`src/rs_pkg.sv`:
```
// Constants, types and register map of the rail order block
package rs_pkg;
    localparam int          RS_RAILS        = 4;
    localparam int          RS_CODE_W       = 4;
    localparam logic [7:0]  RS_OFF_ORDER_A  = 8'h2c;
    localparam logic [7:0]  RS_OFF_ORDER_B  = 8'h2d;
    localparam logic [7:0]  RS_RD_UNMAPPED  = 8'h00;
    localparam logic [3:0]  RS_CODE_OFF     = 4'h0;
    localparam logic [3:0]  RS_SLOT_FIRST   = 4'h1;
    localparam logic [3:0]  RS_SLOT_LAST    = 4'hc;
    localparam int          RS_HI_LSB       = 4;
    localparam int          RS_LO_LSB       = 0;
    // Device address, arbitrary value
    localparam logic [6:0]  RS_DEV_ADDR     = 7'h2a;
    localparam logic [3:0]  RS_BITS_BYTE    = 4'h8;
    localparam logic [3:0]  RS_BIT_LAST     = 4'h7;
    localparam int          RS_CLK_MHZ      = 250;
    localparam int          RS_STEP_NS      = 1000;
    localparam int          RS_STEP_CYC     = (RS_STEP_NS * RS_CLK_MHZ) / 1000;
    localparam int          RS_TMR_W        = 12;
    localparam logic [11:0] RS_STEP_LAST    = 12'(RS_STEP_CYC - 1);

    typedef logic [RS_RAILS-1:0][RS_CODE_W-1:0] rs_codes_t;

    typedef enum logic [1:0] {
        RS_SQ_OFF,
        RS_SQ_UP,
        RS_SQ_ON,
        RS_SQ_DOWN
    } rs_seq_state_t;

    typedef enum logic [3:0] {
        RS_I2C_IDLE,
        RS_I2C_DEV,
        RS_I2C_DEV_ACK,
        RS_I2C_PTR,
        RS_I2C_PTR_ACK,
        RS_I2C_WDATA,
        RS_I2C_WDATA_ACK,
        RS_I2C_RDATA,
        RS_I2C_RDATA_ACK
    } rs_i2c_state_t;
endpackage : rs_pkg

```
`src/rs_seq_if.sv`:
```
// Link between register file and sequencing engine
interface rs_seq_if;
    import rs_pkg::*;
    rs_codes_t              codes;
    logic                   power_req;
    logic [RS_RAILS-1:0]    rail_en;
    logic                   busy;

    modport ctrl (output codes, output power_req, input rail_en, input busy);
    modport seq  (input codes, input power_req, output rail_en, output busy);
endinterface : rs_seq_if

```
`src/rs_rail_order.sv`:
```
// Rail order registers behind a two-wire serial slave, with sequencer
//
// Function
// - Register A upper nibble holds the second buck rail order code.
// - Register A lower nibble holds the first buck rail order code.
// - A rail coded zero never joins the sequence and stays off.
// - Power-up enables code one first and code twelve last, ascending.
// - Power-down disables rails in the reverse of the power-up order.
// - Every code field is read/write and resets to a factory option value.
// - Register B holds the fourth buck code high and the third buck code low.
module rs_rail_order
    import rs_pkg::*;
#(
    parameter logic [7:0] RST_ORDER_A = 8'h21,
    parameter logic [7:0] RST_ORDER_B = 8'h43
) (
    // Clock and reset
    input  wire logic                  mclk,
    input  wire logic                  rst,
    // Serial control pins
    input  wire logic                  scl_in,
    input  wire logic                  sda_in,
    output logic                       sda_out,
    output logic                       sda_oe,
    // Power request pin
    input  wire logic                  power_req_in,
    // Rail enables and status
    output logic [rs_pkg::RS_RAILS-1:0] rail_en,
    output logic                       seq_busy
);
    import rs_pkg::*;

    rs_seq_if      sif ();
    logic [7:0]    order_a;
    logic [7:0]    order_b;
    logic [2:0]    sy_s1, sy_s2, sy_s3;
    logic [2:0]    sy_q;
    logic          scl_d, sda_d;
    logic          scl_rise, scl_fall, start_ev, stop_ev;
    rs_i2c_state_t state;
    logic [3:0]    bit_cnt;
    logic [7:0]    shreg;
    logic [7:0]    tx;
    logic [7:0]    ptr;
    logic          rw;
    logic          nack;
    logic [7:0]    rd_data;
    logic [7:0]    rd_next;
    logic          next_sda_oe;
    // Idle pin levels: serial clock and data high, power request low
    localparam logic [2:0] SYNC_IDLE = 3'h3;

    // Three-stage pin sync; value moves once stages two and three agree
    for (genvar i = 0; i < 3; i++) begin : g_sync
        logic pin;
        assign pin = (i == 0) ? scl_in : ((i == 1) ? sda_in : power_req_in);
        always_ff @(posedge mclk) begin
            if (rst) begin
                // Reset to the idle level so no false request follows reset
                sy_s1[i] <= SYNC_IDLE[i];
                sy_s2[i] <= SYNC_IDLE[i];
                sy_s3[i] <= SYNC_IDLE[i];
                sy_q[i]  <= SYNC_IDLE[i];
            end else begin
                sy_s1[i] <= pin;
                sy_s2[i] <= sy_s1[i];
                sy_s3[i] <= sy_s2[i];
                if (sy_s2[i] == sy_s3[i]) begin
                    sy_q[i] <= sy_s3[i];
                end
            end
        end
    end

    always_ff @(posedge mclk) begin
        if (rst) begin
            scl_d <= 1'b1;
            sda_d <= 1'b1;
        end else begin
            scl_d <= sy_q[0];
            sda_d <= sy_q[1];
        end
    end

    assign scl_rise = sy_q[0] && !scl_d;
    assign scl_fall = !sy_q[0] && scl_d;
    assign start_ev = sy_q[0] && scl_d && sda_d && !sy_q[1];
    assign stop_ev  = sy_q[0] && scl_d && !sda_d && sy_q[1];

    function automatic logic [7:0] reg_read(input logic [7:0] a, input logic [7:0] ra,
                                            input logic [7:0] rb);
        logic [7:0] v;
        v = RS_RD_UNMAPPED;
        if (a == RS_OFF_ORDER_A) begin
            v = ra;
        end else if (a == RS_OFF_ORDER_B) begin
            v = rb;
        end
        return v;
    endfunction : reg_read

    assign rd_data = reg_read(ptr, order_a, order_b);
    assign rd_next = reg_read(ptr + 8'h01, order_a, order_b);

    always_ff @(posedge mclk) begin
        if (rst) begin
            state   <= RS_I2C_IDLE;
            bit_cnt <= '0;
            shreg   <= '0;
            tx      <= '0;
            ptr     <= '0;
            rw      <= 1'b0;
            nack    <= 1'b0;
        end else if (start_ev) begin
            state   <= RS_I2C_DEV;
            bit_cnt <= '0;
        end else if (stop_ev) begin
            state <= RS_I2C_IDLE;
        end else if (scl_rise) begin
            if (state == RS_I2C_DEV || state == RS_I2C_PTR || state == RS_I2C_WDATA) begin
                shreg   <= {shreg[6:0], sy_q[1]};
                bit_cnt <= bit_cnt + 1'b1;
            end else if (state == RS_I2C_RDATA_ACK) begin
                nack <= sy_q[1];
            end
        end else if (scl_fall) begin
            case (state)
                RS_I2C_DEV: begin
                    if (bit_cnt == RS_BITS_BYTE) begin
                        if (shreg[7:1] == RS_DEV_ADDR) begin
                            state <= RS_I2C_DEV_ACK;
                            rw    <= shreg[0];
                        end else begin
                            state <= RS_I2C_IDLE;
                        end
                    end
                end
                RS_I2C_DEV_ACK: begin
                    bit_cnt <= '0;
                    if (rw) begin
                        state <= RS_I2C_RDATA;
                        tx    <= rd_data;
                    end else begin
                        state <= RS_I2C_PTR;
                    end
                end
                RS_I2C_PTR: begin
                    if (bit_cnt == RS_BITS_BYTE) begin
                        ptr   <= shreg;
                        state <= RS_I2C_PTR_ACK;
                    end
                end
                RS_I2C_PTR_ACK, RS_I2C_WDATA_ACK: begin
                    bit_cnt <= '0;
                    state   <= RS_I2C_WDATA;
                end
                RS_I2C_WDATA: begin
                    if (bit_cnt == RS_BITS_BYTE) begin
                        ptr   <= ptr + 8'h01;
                        state <= RS_I2C_WDATA_ACK;
                    end
                end
                RS_I2C_RDATA: begin
                    if (bit_cnt == RS_BIT_LAST) begin
                        state <= RS_I2C_RDATA_ACK;
                    end else begin
                        tx      <= {tx[6:0], 1'b0};
                        bit_cnt <= bit_cnt + 1'b1;
                    end
                end
                RS_I2C_RDATA_ACK: begin
                    if (nack) begin
                        state <= RS_I2C_IDLE;
                    end else begin
                        ptr     <= ptr + 8'h01;
                        tx      <= rd_next;
                        bit_cnt <= '0;
                        state   <= RS_I2C_RDATA;
                    end
                end
                default: begin
                    state <= RS_I2C_IDLE;
                end
            endcase
        end
    end

    // Writable code fields, factory reset values
    always_ff @(posedge mclk) begin
        if (rst) begin
            order_a <= RST_ORDER_A;
            order_b <= RST_ORDER_B;
        end else if (scl_fall && state == RS_I2C_WDATA && bit_cnt == RS_BITS_BYTE) begin
            if (ptr == RS_OFF_ORDER_A) begin
                order_a <= shreg;
            end
            if (ptr == RS_OFF_ORDER_B) begin
                order_b <= shreg;
            end
        end
    end

    // Acknowledge slots and read data zeros pull the line low
    always_comb begin
        next_sda_oe = 1'b0;
        if (state == RS_I2C_DEV_ACK || state == RS_I2C_PTR_ACK || state == RS_I2C_WDATA_ACK) begin
            next_sda_oe = 1'b1;
        end else if (state == RS_I2C_RDATA) begin
            next_sda_oe = !tx[7];
        end
    end

    always_ff @(posedge mclk) begin
        if (rst) begin
            sda_oe  <= 1'b0;
            sda_out <= 1'b0;
        end else begin
            sda_oe  <= next_sda_oe;
            sda_out <= 1'b0;
        end
    end

    assign sif.codes[0]  = order_a[RS_LO_LSB +: RS_CODE_W];
    assign sif.codes[1]  = order_a[RS_HI_LSB +: RS_CODE_W];
    assign sif.codes[2]  = order_b[RS_LO_LSB +: RS_CODE_W];
    assign sif.codes[3]  = order_b[RS_HI_LSB +: RS_CODE_W];
    assign sif.power_req = sy_q[2];

    rs_sequencer u_seq (
        .mclk (mclk),
        .rst  (rst),
        .sif  (sif.seq)
    );

    always_ff @(posedge mclk) begin
        if (rst) begin
            rail_en  <= '0;
            seq_busy <= 1'b0;
        end else begin
            rail_en  <= sif.rail_en;
            seq_busy <= sif.busy;
        end
    end
endmodule : rs_rail_order

```
`src/rs_sequencer.sv`:
```
// Slot-stepping power-up and power-down engine
module rs_sequencer
    import rs_pkg::*;
(
    // Clock and reset
    input  wire logic mclk,
    input  wire logic rst,
    // Register file side
    rs_seq_if.seq     sif
);
    rs_seq_state_t         state;
    logic [3:0]            slot;
    logic [RS_TMR_W-1:0]   timer;
    logic                  step;

    assign step = (timer == RS_STEP_LAST);

    always_ff @(posedge mclk) begin
        if (rst || state == RS_SQ_OFF || state == RS_SQ_ON || step) begin
            timer <= '0;
        end else begin
            timer <= timer + 1'b1;
        end
    end

    always_ff @(posedge mclk) begin
        if (rst) begin
            state <= RS_SQ_OFF;
            slot  <= RS_SLOT_FIRST;
        end else begin
            case (state)
                RS_SQ_OFF: begin
                    if (sif.power_req) begin
                        state <= RS_SQ_UP;
                        slot  <= RS_SLOT_FIRST;
                    end
                end
                RS_SQ_UP: begin
                    if (!sif.power_req) begin
                        state <= RS_SQ_DOWN;
                    end else if (step) begin
                        if (slot == RS_SLOT_LAST) begin
                            state <= RS_SQ_ON;
                        end else begin
                            slot <= slot + 1'b1;
                        end
                    end
                end
                RS_SQ_ON: begin
                    if (!sif.power_req) begin
                        state <= RS_SQ_DOWN;
                        slot  <= RS_SLOT_LAST;
                    end
                end
                RS_SQ_DOWN: begin
                    if (sif.power_req) begin
                        state <= RS_SQ_UP;
                    end else if (step) begin
                        if (slot == RS_SLOT_FIRST) begin
                            state <= RS_SQ_OFF;
                        end else begin
                            slot <= slot - 1'b1;
                        end
                    end
                end
                default: begin
                    state <= RS_SQ_OFF;
                end
            endcase
        end
    end

    always_ff @(posedge mclk) begin
        if (rst) begin
            sif.busy <= 1'b0;
        end else begin
            sif.busy <= (state == RS_SQ_UP) || (state == RS_SQ_DOWN);
        end
    end

    for (genvar r = 0; r < RS_RAILS; r++) begin : g_rail
        logic hit;
        assign hit = (sif.codes[r] == slot) && step;
        always_ff @(posedge mclk) begin
            if (rst) begin
                sif.rail_en[r] <= 1'b0;
            end else if (sif.codes[r] == RS_CODE_OFF || sif.codes[r] > RS_SLOT_LAST) begin
                sif.rail_en[r] <= 1'b0;
            end else if (state == RS_SQ_UP && sif.power_req && hit) begin
                sif.rail_en[r] <= 1'b1;
            end else if (state == RS_SQ_DOWN && !sif.power_req && hit) begin
                sif.rail_en[r] <= 1'b0;
            end
        end
    end
endmodule : rs_sequencer

```
`config.mk`:
```
export PLATFORM = sky130hd
export DESIGN_NAME = rs_rail_order
export DESIGN_NICKNAME = d
export VERILOG_FILES = /design/src/rs_pkg.sv /design/src/rs_seq_if.sv /design/src/rs_rail_order.sv /design/src/rs_sequencer.sv
export SDC_FILE = /design/constraint.sdc
export NUM_CORES = 1
export LEC_CHECK = 0
export BUFFER_PORTS_ARGS = -buffer_cell sky130_fd_sc_hd__buf_4
export CAP_MARGIN = 30
export CORE_MARGIN = 5
export CORE_UTILIZATION = 49
export DETAILED_ROUTE_END_ITERATION = 8
export GPL_TIMING_DRIVEN = 1
export PLACE_DENSITY = 0.72
export RECOVER_POWER = 50
export SETUP_SLACK_MARGIN = 0.05
export SYNTH_ARGS = -nofsm -noshare
export SYNTH_HDL_FRONTEND = slang
export SYNTH_HIERARCHICAL = 1
export SYNTH_SLANG_ARGS = --single-unit
```
`constraint.sdc`:
```
create_clock -name mclk -period 6.6 [get_ports mclk]
set_input_delay 1.65 -clock mclk [delete_from_list [all_inputs] [get_ports mclk]]
set_output_delay 1.65 -clock mclk [all_outputs]
set_load 0.02 [all_outputs]
```
-- Yosys cells after proc, flatten, opt, wreduce, memory -nomap -nowiden
Index checks and enable logic that the tools add are counted.
- register bits: 93
- output and inout bits: 7
- logic and storage cells: 236
- input bits: 5
- bitwise operators: 4
- $lt $le $gt $ge: 4
- equal/unequal tests: 55
- add/sub/neg operators: 5
- multiplexer cells: 58
- reduce and logical (&&, ||, !) cells: 75
- operators with widths (operator ; number):
    8-bit 2-to-1 mux ; 10
    4-bit 2-to-1 mux ; 17
    8-bit case mux with 3 select lines ; 2
    8-bit by 6-bit equality test with 1-bit output, second input constant ; 4
    4-bit case mux with 7 select lines ; 1
    6-bit AND reduction ; 4
    8-bit AND reduction ; 3
    1-bit logical AND ; 23
    4-bit by 3-bit equality test with 1-bit output, second input constant ; 5
    2-bit != test, second input constant ; 10
    2-bit 2-to-1 mux ; 9
    4-bit equality test ; 4
    4-bit greater-than comparator, second input constant ; 4
    4-bit logical NOT ; 4
    4-bit case mux with 4 select lines ; 1
    1-bit 2-to-1 mux ; 14
    12-bit by 1-bit adder with 12-bit output, second input constant ; 1
    12-bit by 8-bit equality test with 1-bit output, second input constant ; 1
    4-bit equality test, second input constant ; 3
    1-bit logical OR ; 12
    2-bit by 1-bit != test with 1-bit output, second input constant ; 6
    3-bit by 2-bit != test with 1-bit output, second input constant ; 4
    4-bit by 3-bit != test with 1-bit output, second input constant ; 3
    4-bit case mux with 3 select lines ; 1
    26 further kinds ; 55

-- Depth between registers and ports, before layout
- depth in word-level cells: 8
- mapped depth: 8
- mapped depth without buffers: 7

-- Cells and area by module
The synthesis kept the hierarchy.
- modules (own cells, without submodules) (module ; cells an instance ; instances ; area each (um^2) ; sequential area each (um^2)):
    rs_rail_order ; 442 ; 1 ; 3764.9 ; 1401.3
    rs_sequencer ; 181 ; 1 ; 1549.0 ; 460.4

-- Worst setup path before layout
No wires, ideal clock.
- kind: input to register
- from: input port rst
- to: register u_seq.timer[10]
- library setup time: 128 ps
- path buffers: 2
- path slack: 3875 ps
- arrival time: 2597 ps
- stages: 5
- data required time: 6472 ps
- path through: clkbuf_1 > clkinv_1 > nand3_1 > clkbuf_1 > nor2_1
- longest elaborated chain between the ends: 3
- RTL lines (what ; RTL line ; RTL):
    start: declaration ; rs_rail_order.sv:19 ; input wire logic rst,
    1-bit logical OR (3 in series) ; rs_sequencer.sv:19 ; if (rst || state == RS_SQ_OFF || state == RS_SQ_ON || step) begin
    end signal: assignment ; rs_sequencer.sv:22 ; timer <= timer + 1'b1;
    end: declaration ; rs_sequencer.sv:13 ; logic [RS_TMR_W-1:0] timer;
No other way between the ends.
A chain may end at the register's enable or synchronous reset.

-- Worst setup path after layout
- from: input port rst
- to: register u_seq.timer[2]
Same word-level chain as after synthesis.

==> reports/summary.txt <==
========================================================================================================
Final standard cell utilization of the core ...............................................       51.35%
Worst IR Drop VDD .........................................................................    0.1051 mV
Req. time, crit path ......................................................................      6850 ps
Initial detailed-routing violation count ..................................................          382
Final antenna-violating net count .........................................................            0
Sum of overflow across all layers after global routing ....................................            0
Die Span X ................................................................................     114.1 um
Antenna violations before repair ..........................................................            0
Pwr Density ............................................................................... 192.5 nW/um2
Max Buffers Root-to-Sink ..................................................................            2
Synthesis warning total ...................................................................            6
Synth Cell Area ...........................................................................     5314 um2
Number of buffers created by CTS ..........................................................            9
Layout overhead on the synthesized area ...................................................       3.838%
Core Area .................................................................................   10,750 um2
Max incr delay on CP ......................................................................       550 ps
Number of design rule violations left after detail routing ................................            0
Min Tclk post-route .......................................................................      3118 ps
Result of the run ......................................................................... complete, no violations
Main combinational cell family by area after synthesis .................................... simple AND/OR/NAND/NOR gates
Post-Synth Adder-Cell Area ................................................................       4.945%
PortBufs ..................................................................................           10
Die Y .....................................................................................     114.1 um
Tightest hold margin ......................................................................     423.0 ps
Synth Register Bits .......................................................................           93
Fin. max-slew vios ........................................................................            0
Leakage power .............................................................................     1.905 nW
Area share of the largest cell type after synthesis .......................................       35.04%
Maximum number of pins on one net before global-route repair ..............................           76
Leading cell type in the layout, fill and taps excluded ...................................      dfxtp_1
Synthesized-area fraction occupied by and/or/nand/nor cells ...............................       26.07%
Average wire length per cell after detail routing .........................................     15.09 um
Path category of the worst min-delay check ................................................ register to register
Syn_nets ..................................................................................          649
Crit start category .......................................................................    input pin
Global Route met3 Usage ...................................................................       3.753%
Met1 track utilization from global routing ................................................       24.70%
Top library cells by usage in the layout, fill and taps aside ............................. dfxtp_1, nor2_1, nand2_1
Placer Congestion .........................................................................       0.8863
Share of layout cells above drive strength 1 ..............................................       8.252%
CTS sink count ............................................................................           93
Internal Power ............................................................................  0.0007644 W
Share of synthesized flip-flops with an asynchronous set or reset .........................           0%
Mux share of post-synthesis cell area .....................................................       5.345%
Standard-cell row count ...................................................................           38
Maximum clock rate ........................................................................    320.7 MHz
Type of the worst setup path .............................................................. input pin to register
Mapped Avg Cell Area ......................................................................    8.529 um2
Clock group share of total power ..........................................................        35.1%
Routed WL .................................................................................     11.44 mm
Met2 Track Usage GR .......................................................................       29.35%
CTS H-tree depth ..........................................................................            3
Starting density of the core ..............................................................       49.45%
Wire length of the first global-routing pass ..............................................     19.96 mm
Sequential fraction of design power .......................................................        54.8%
Count of buffers added by post-CTS timing repair for setup ................................            0
Clock insertion delay at the later pin of the skew report .................................       370 ps
TritonCTS clock tree ......................................................................          yes
Final number of setup-violating endpoints .................................................            0
Part of the Yosys area used for sequential elements .......................................       35.04%
Critical Path End Type ....................................................................     register
Hold buffer count at CTS ..................................................................            0
Total number of vias ......................................................................        4,431
Ratio of routed vias to standard cells ....................................................        5.846
Number of antenna diodes ..................................................................            0
Endpoints failing hold ....................................................................            0
Via count of the first global-routing pass ................................................        4,155
Post-CTS clock slew at the launch and capture registers of the worst setup and hold paths .       100 ps
Final worst-path cycle share ..............................................................       47.25%
Count of flip-flops with a built-in enable after synthesis ................................            0
Share of the synthesized netlist area taken by xor and xnor gates .........................       4.780%
Compound-Gate Fraction of Synth Area ......................................................       18.34%
Post-cts sizing count .....................................................................            0
Unrepaired setup endpoints after global routing ...........................................        false
Total net switching power .................................................................  0.0002975 W
Cell breakdown of the critical path ....................................................... buf_4 > clkinv_1 > nand3_1 > nor2_1
Fin Clk Skew ..............................................................................     13.11 ps
Synth area leader .........................................................................      dfxtp_1
Biggest fanout along the worst timing path ................................................           75
Slowest cell on the critical path .........................................................        buf_4
Sw Share ..................................................................................       28.02%
Area of the die ...........................................................................   13,030 um2
CTS Root Buffer Type ......................................................................     clkbuf_8
Fin nets ..................................................................................          639
Actual slew at the worst max-slew pin .....................................................      1061 ps
Global-route usage over all layers ........................................................       18.38%
Number of fill cells ......................................................................        1,042
# IOs .....................................................................................           12
Gate count of the mapped netlist ..........................................................          623
Relative slew slack .......................................................................       29.30%
Power share of the combinational group ....................................................        10.1%
Reported max-cap violation count ..........................................................            0
Top Usage Layer GRT .......................................................................         met2
Overall power .............................................................................   0.001062 W
Worst Path Arrival ........................................................................      3370 ps
Count of TritonRoute iterations in the first routing pass .................................            5
Largest cells by area after synthesis ..................................................... dfxtp_1, nor2_1, ha_1, mux2i_1, xnor2_1
Synth Flop Type ...........................................................................      dfxtp_1
Setup TNS Final ...........................................................................         0 ps
Final HPWL DP .............................................................................     7.967 mm
Yosys cell types ..........................................................................           77
========================================================================================================
[worst paths after layout]
path / slack [ps] / depth (start not counted) / to / from
setup / recovery: 3480 / 4 / u_seq/timer[2] / rst
hold / removal: 420 / 1 / sy_s2[0] / sy_s1[0]
setup reg to reg: 3790 / 6 / tx[7] / ptr[0]
hold reg to reg: 420 / 1 / sy_s2[0] / sy_s1[0]
[per-layer routing]
layer | part of all wire, % | vias to the layer above
met5 | 0 | -
met4 | 1.7 | 0
met3 | 4.7 | 24
met2 | 46 | 116
met1 | 47 | 2070
li1 | - | 2221
[cell families (layout without fill, tap and decap cells)]
group           count (synthesis)  in the layout
other cells                     1              1
flops                          93             93
simple gates                  255            255
xor+xnor                       29             29
compound gates                138            138
fa+ha+maj                      21             21
buf+inv                        58             53
mux                            28             28
[state kept, by name, indices dropped and copies added, names as in the netlist, 4 cells and up]
register	flops
u_seq/sif.rail_en	4
rail_en	4
order_b	8
tx	8
bit_cnt	4
u_seq/slot	4
shreg	8
ptr	8
state	4
u_seq/timer	12
order_a	8
[metrics by stage]
step	cells	instance area, um2	setup slack [ps]
4_1_cts	758	5568	3509
3_3_place_gp	742	5378	3230
5_1_grt	758	5518	3296
3_5_place_dp	742	5378	3139
6_report	758	5518	3482
2_1_floorplan	623	5314	3875
[power by group through the flow]
stage               Clock [W]  Combinational, W  Sequential, W
floorplan                   0         0.0000889       0.000592
global placement            0          0.000107       0.000594
detailed placement          0          0.000108       0.000595
CTS                  0.000381          0.000109       0.000582
global route         0.000405          0.000117       0.000584
finish               0.000373          0.000107       0.000582
[cell type report]
cell class	count	area, um2	area share, %
multi-input cells	472	3137	56.85
clock inverters	6	52.55	0.9524
well taps	140	175.2	3.175
repair buffers	10	52.55	0.9524
clock buffers	10	137.6	2.494
flip-flops and latches	93	1862	33.74
inverters	27	101.3	1.837
[worst max-delay path, delay by kind of cell]
kind,cells,cell delay (ps)
buffers and inverters,2,1060
AND/OR/NAND/NOR,2,600
[synth_stat cells, drive strengths merged (6+ instances only)]
cell type / instances
a311oi: 9
nor3: 21
and3b: 8
or4: 6
mux2i: 25
or2: 9
o21ai: 28
or3: 10
o211ai: 7
clkbuf: 15
ha: 21
a31oi: 6
buf: 15
nor2: 74
dfxtp: 93
a21o: 7
nand2b: 7
xnor2: 25
nand2: 48
a21oi: 36
nand4: 9
inv: 26
nor2b: 13
nand3: 19
nand3b: 6
Power figures use the tool's default switching activity.
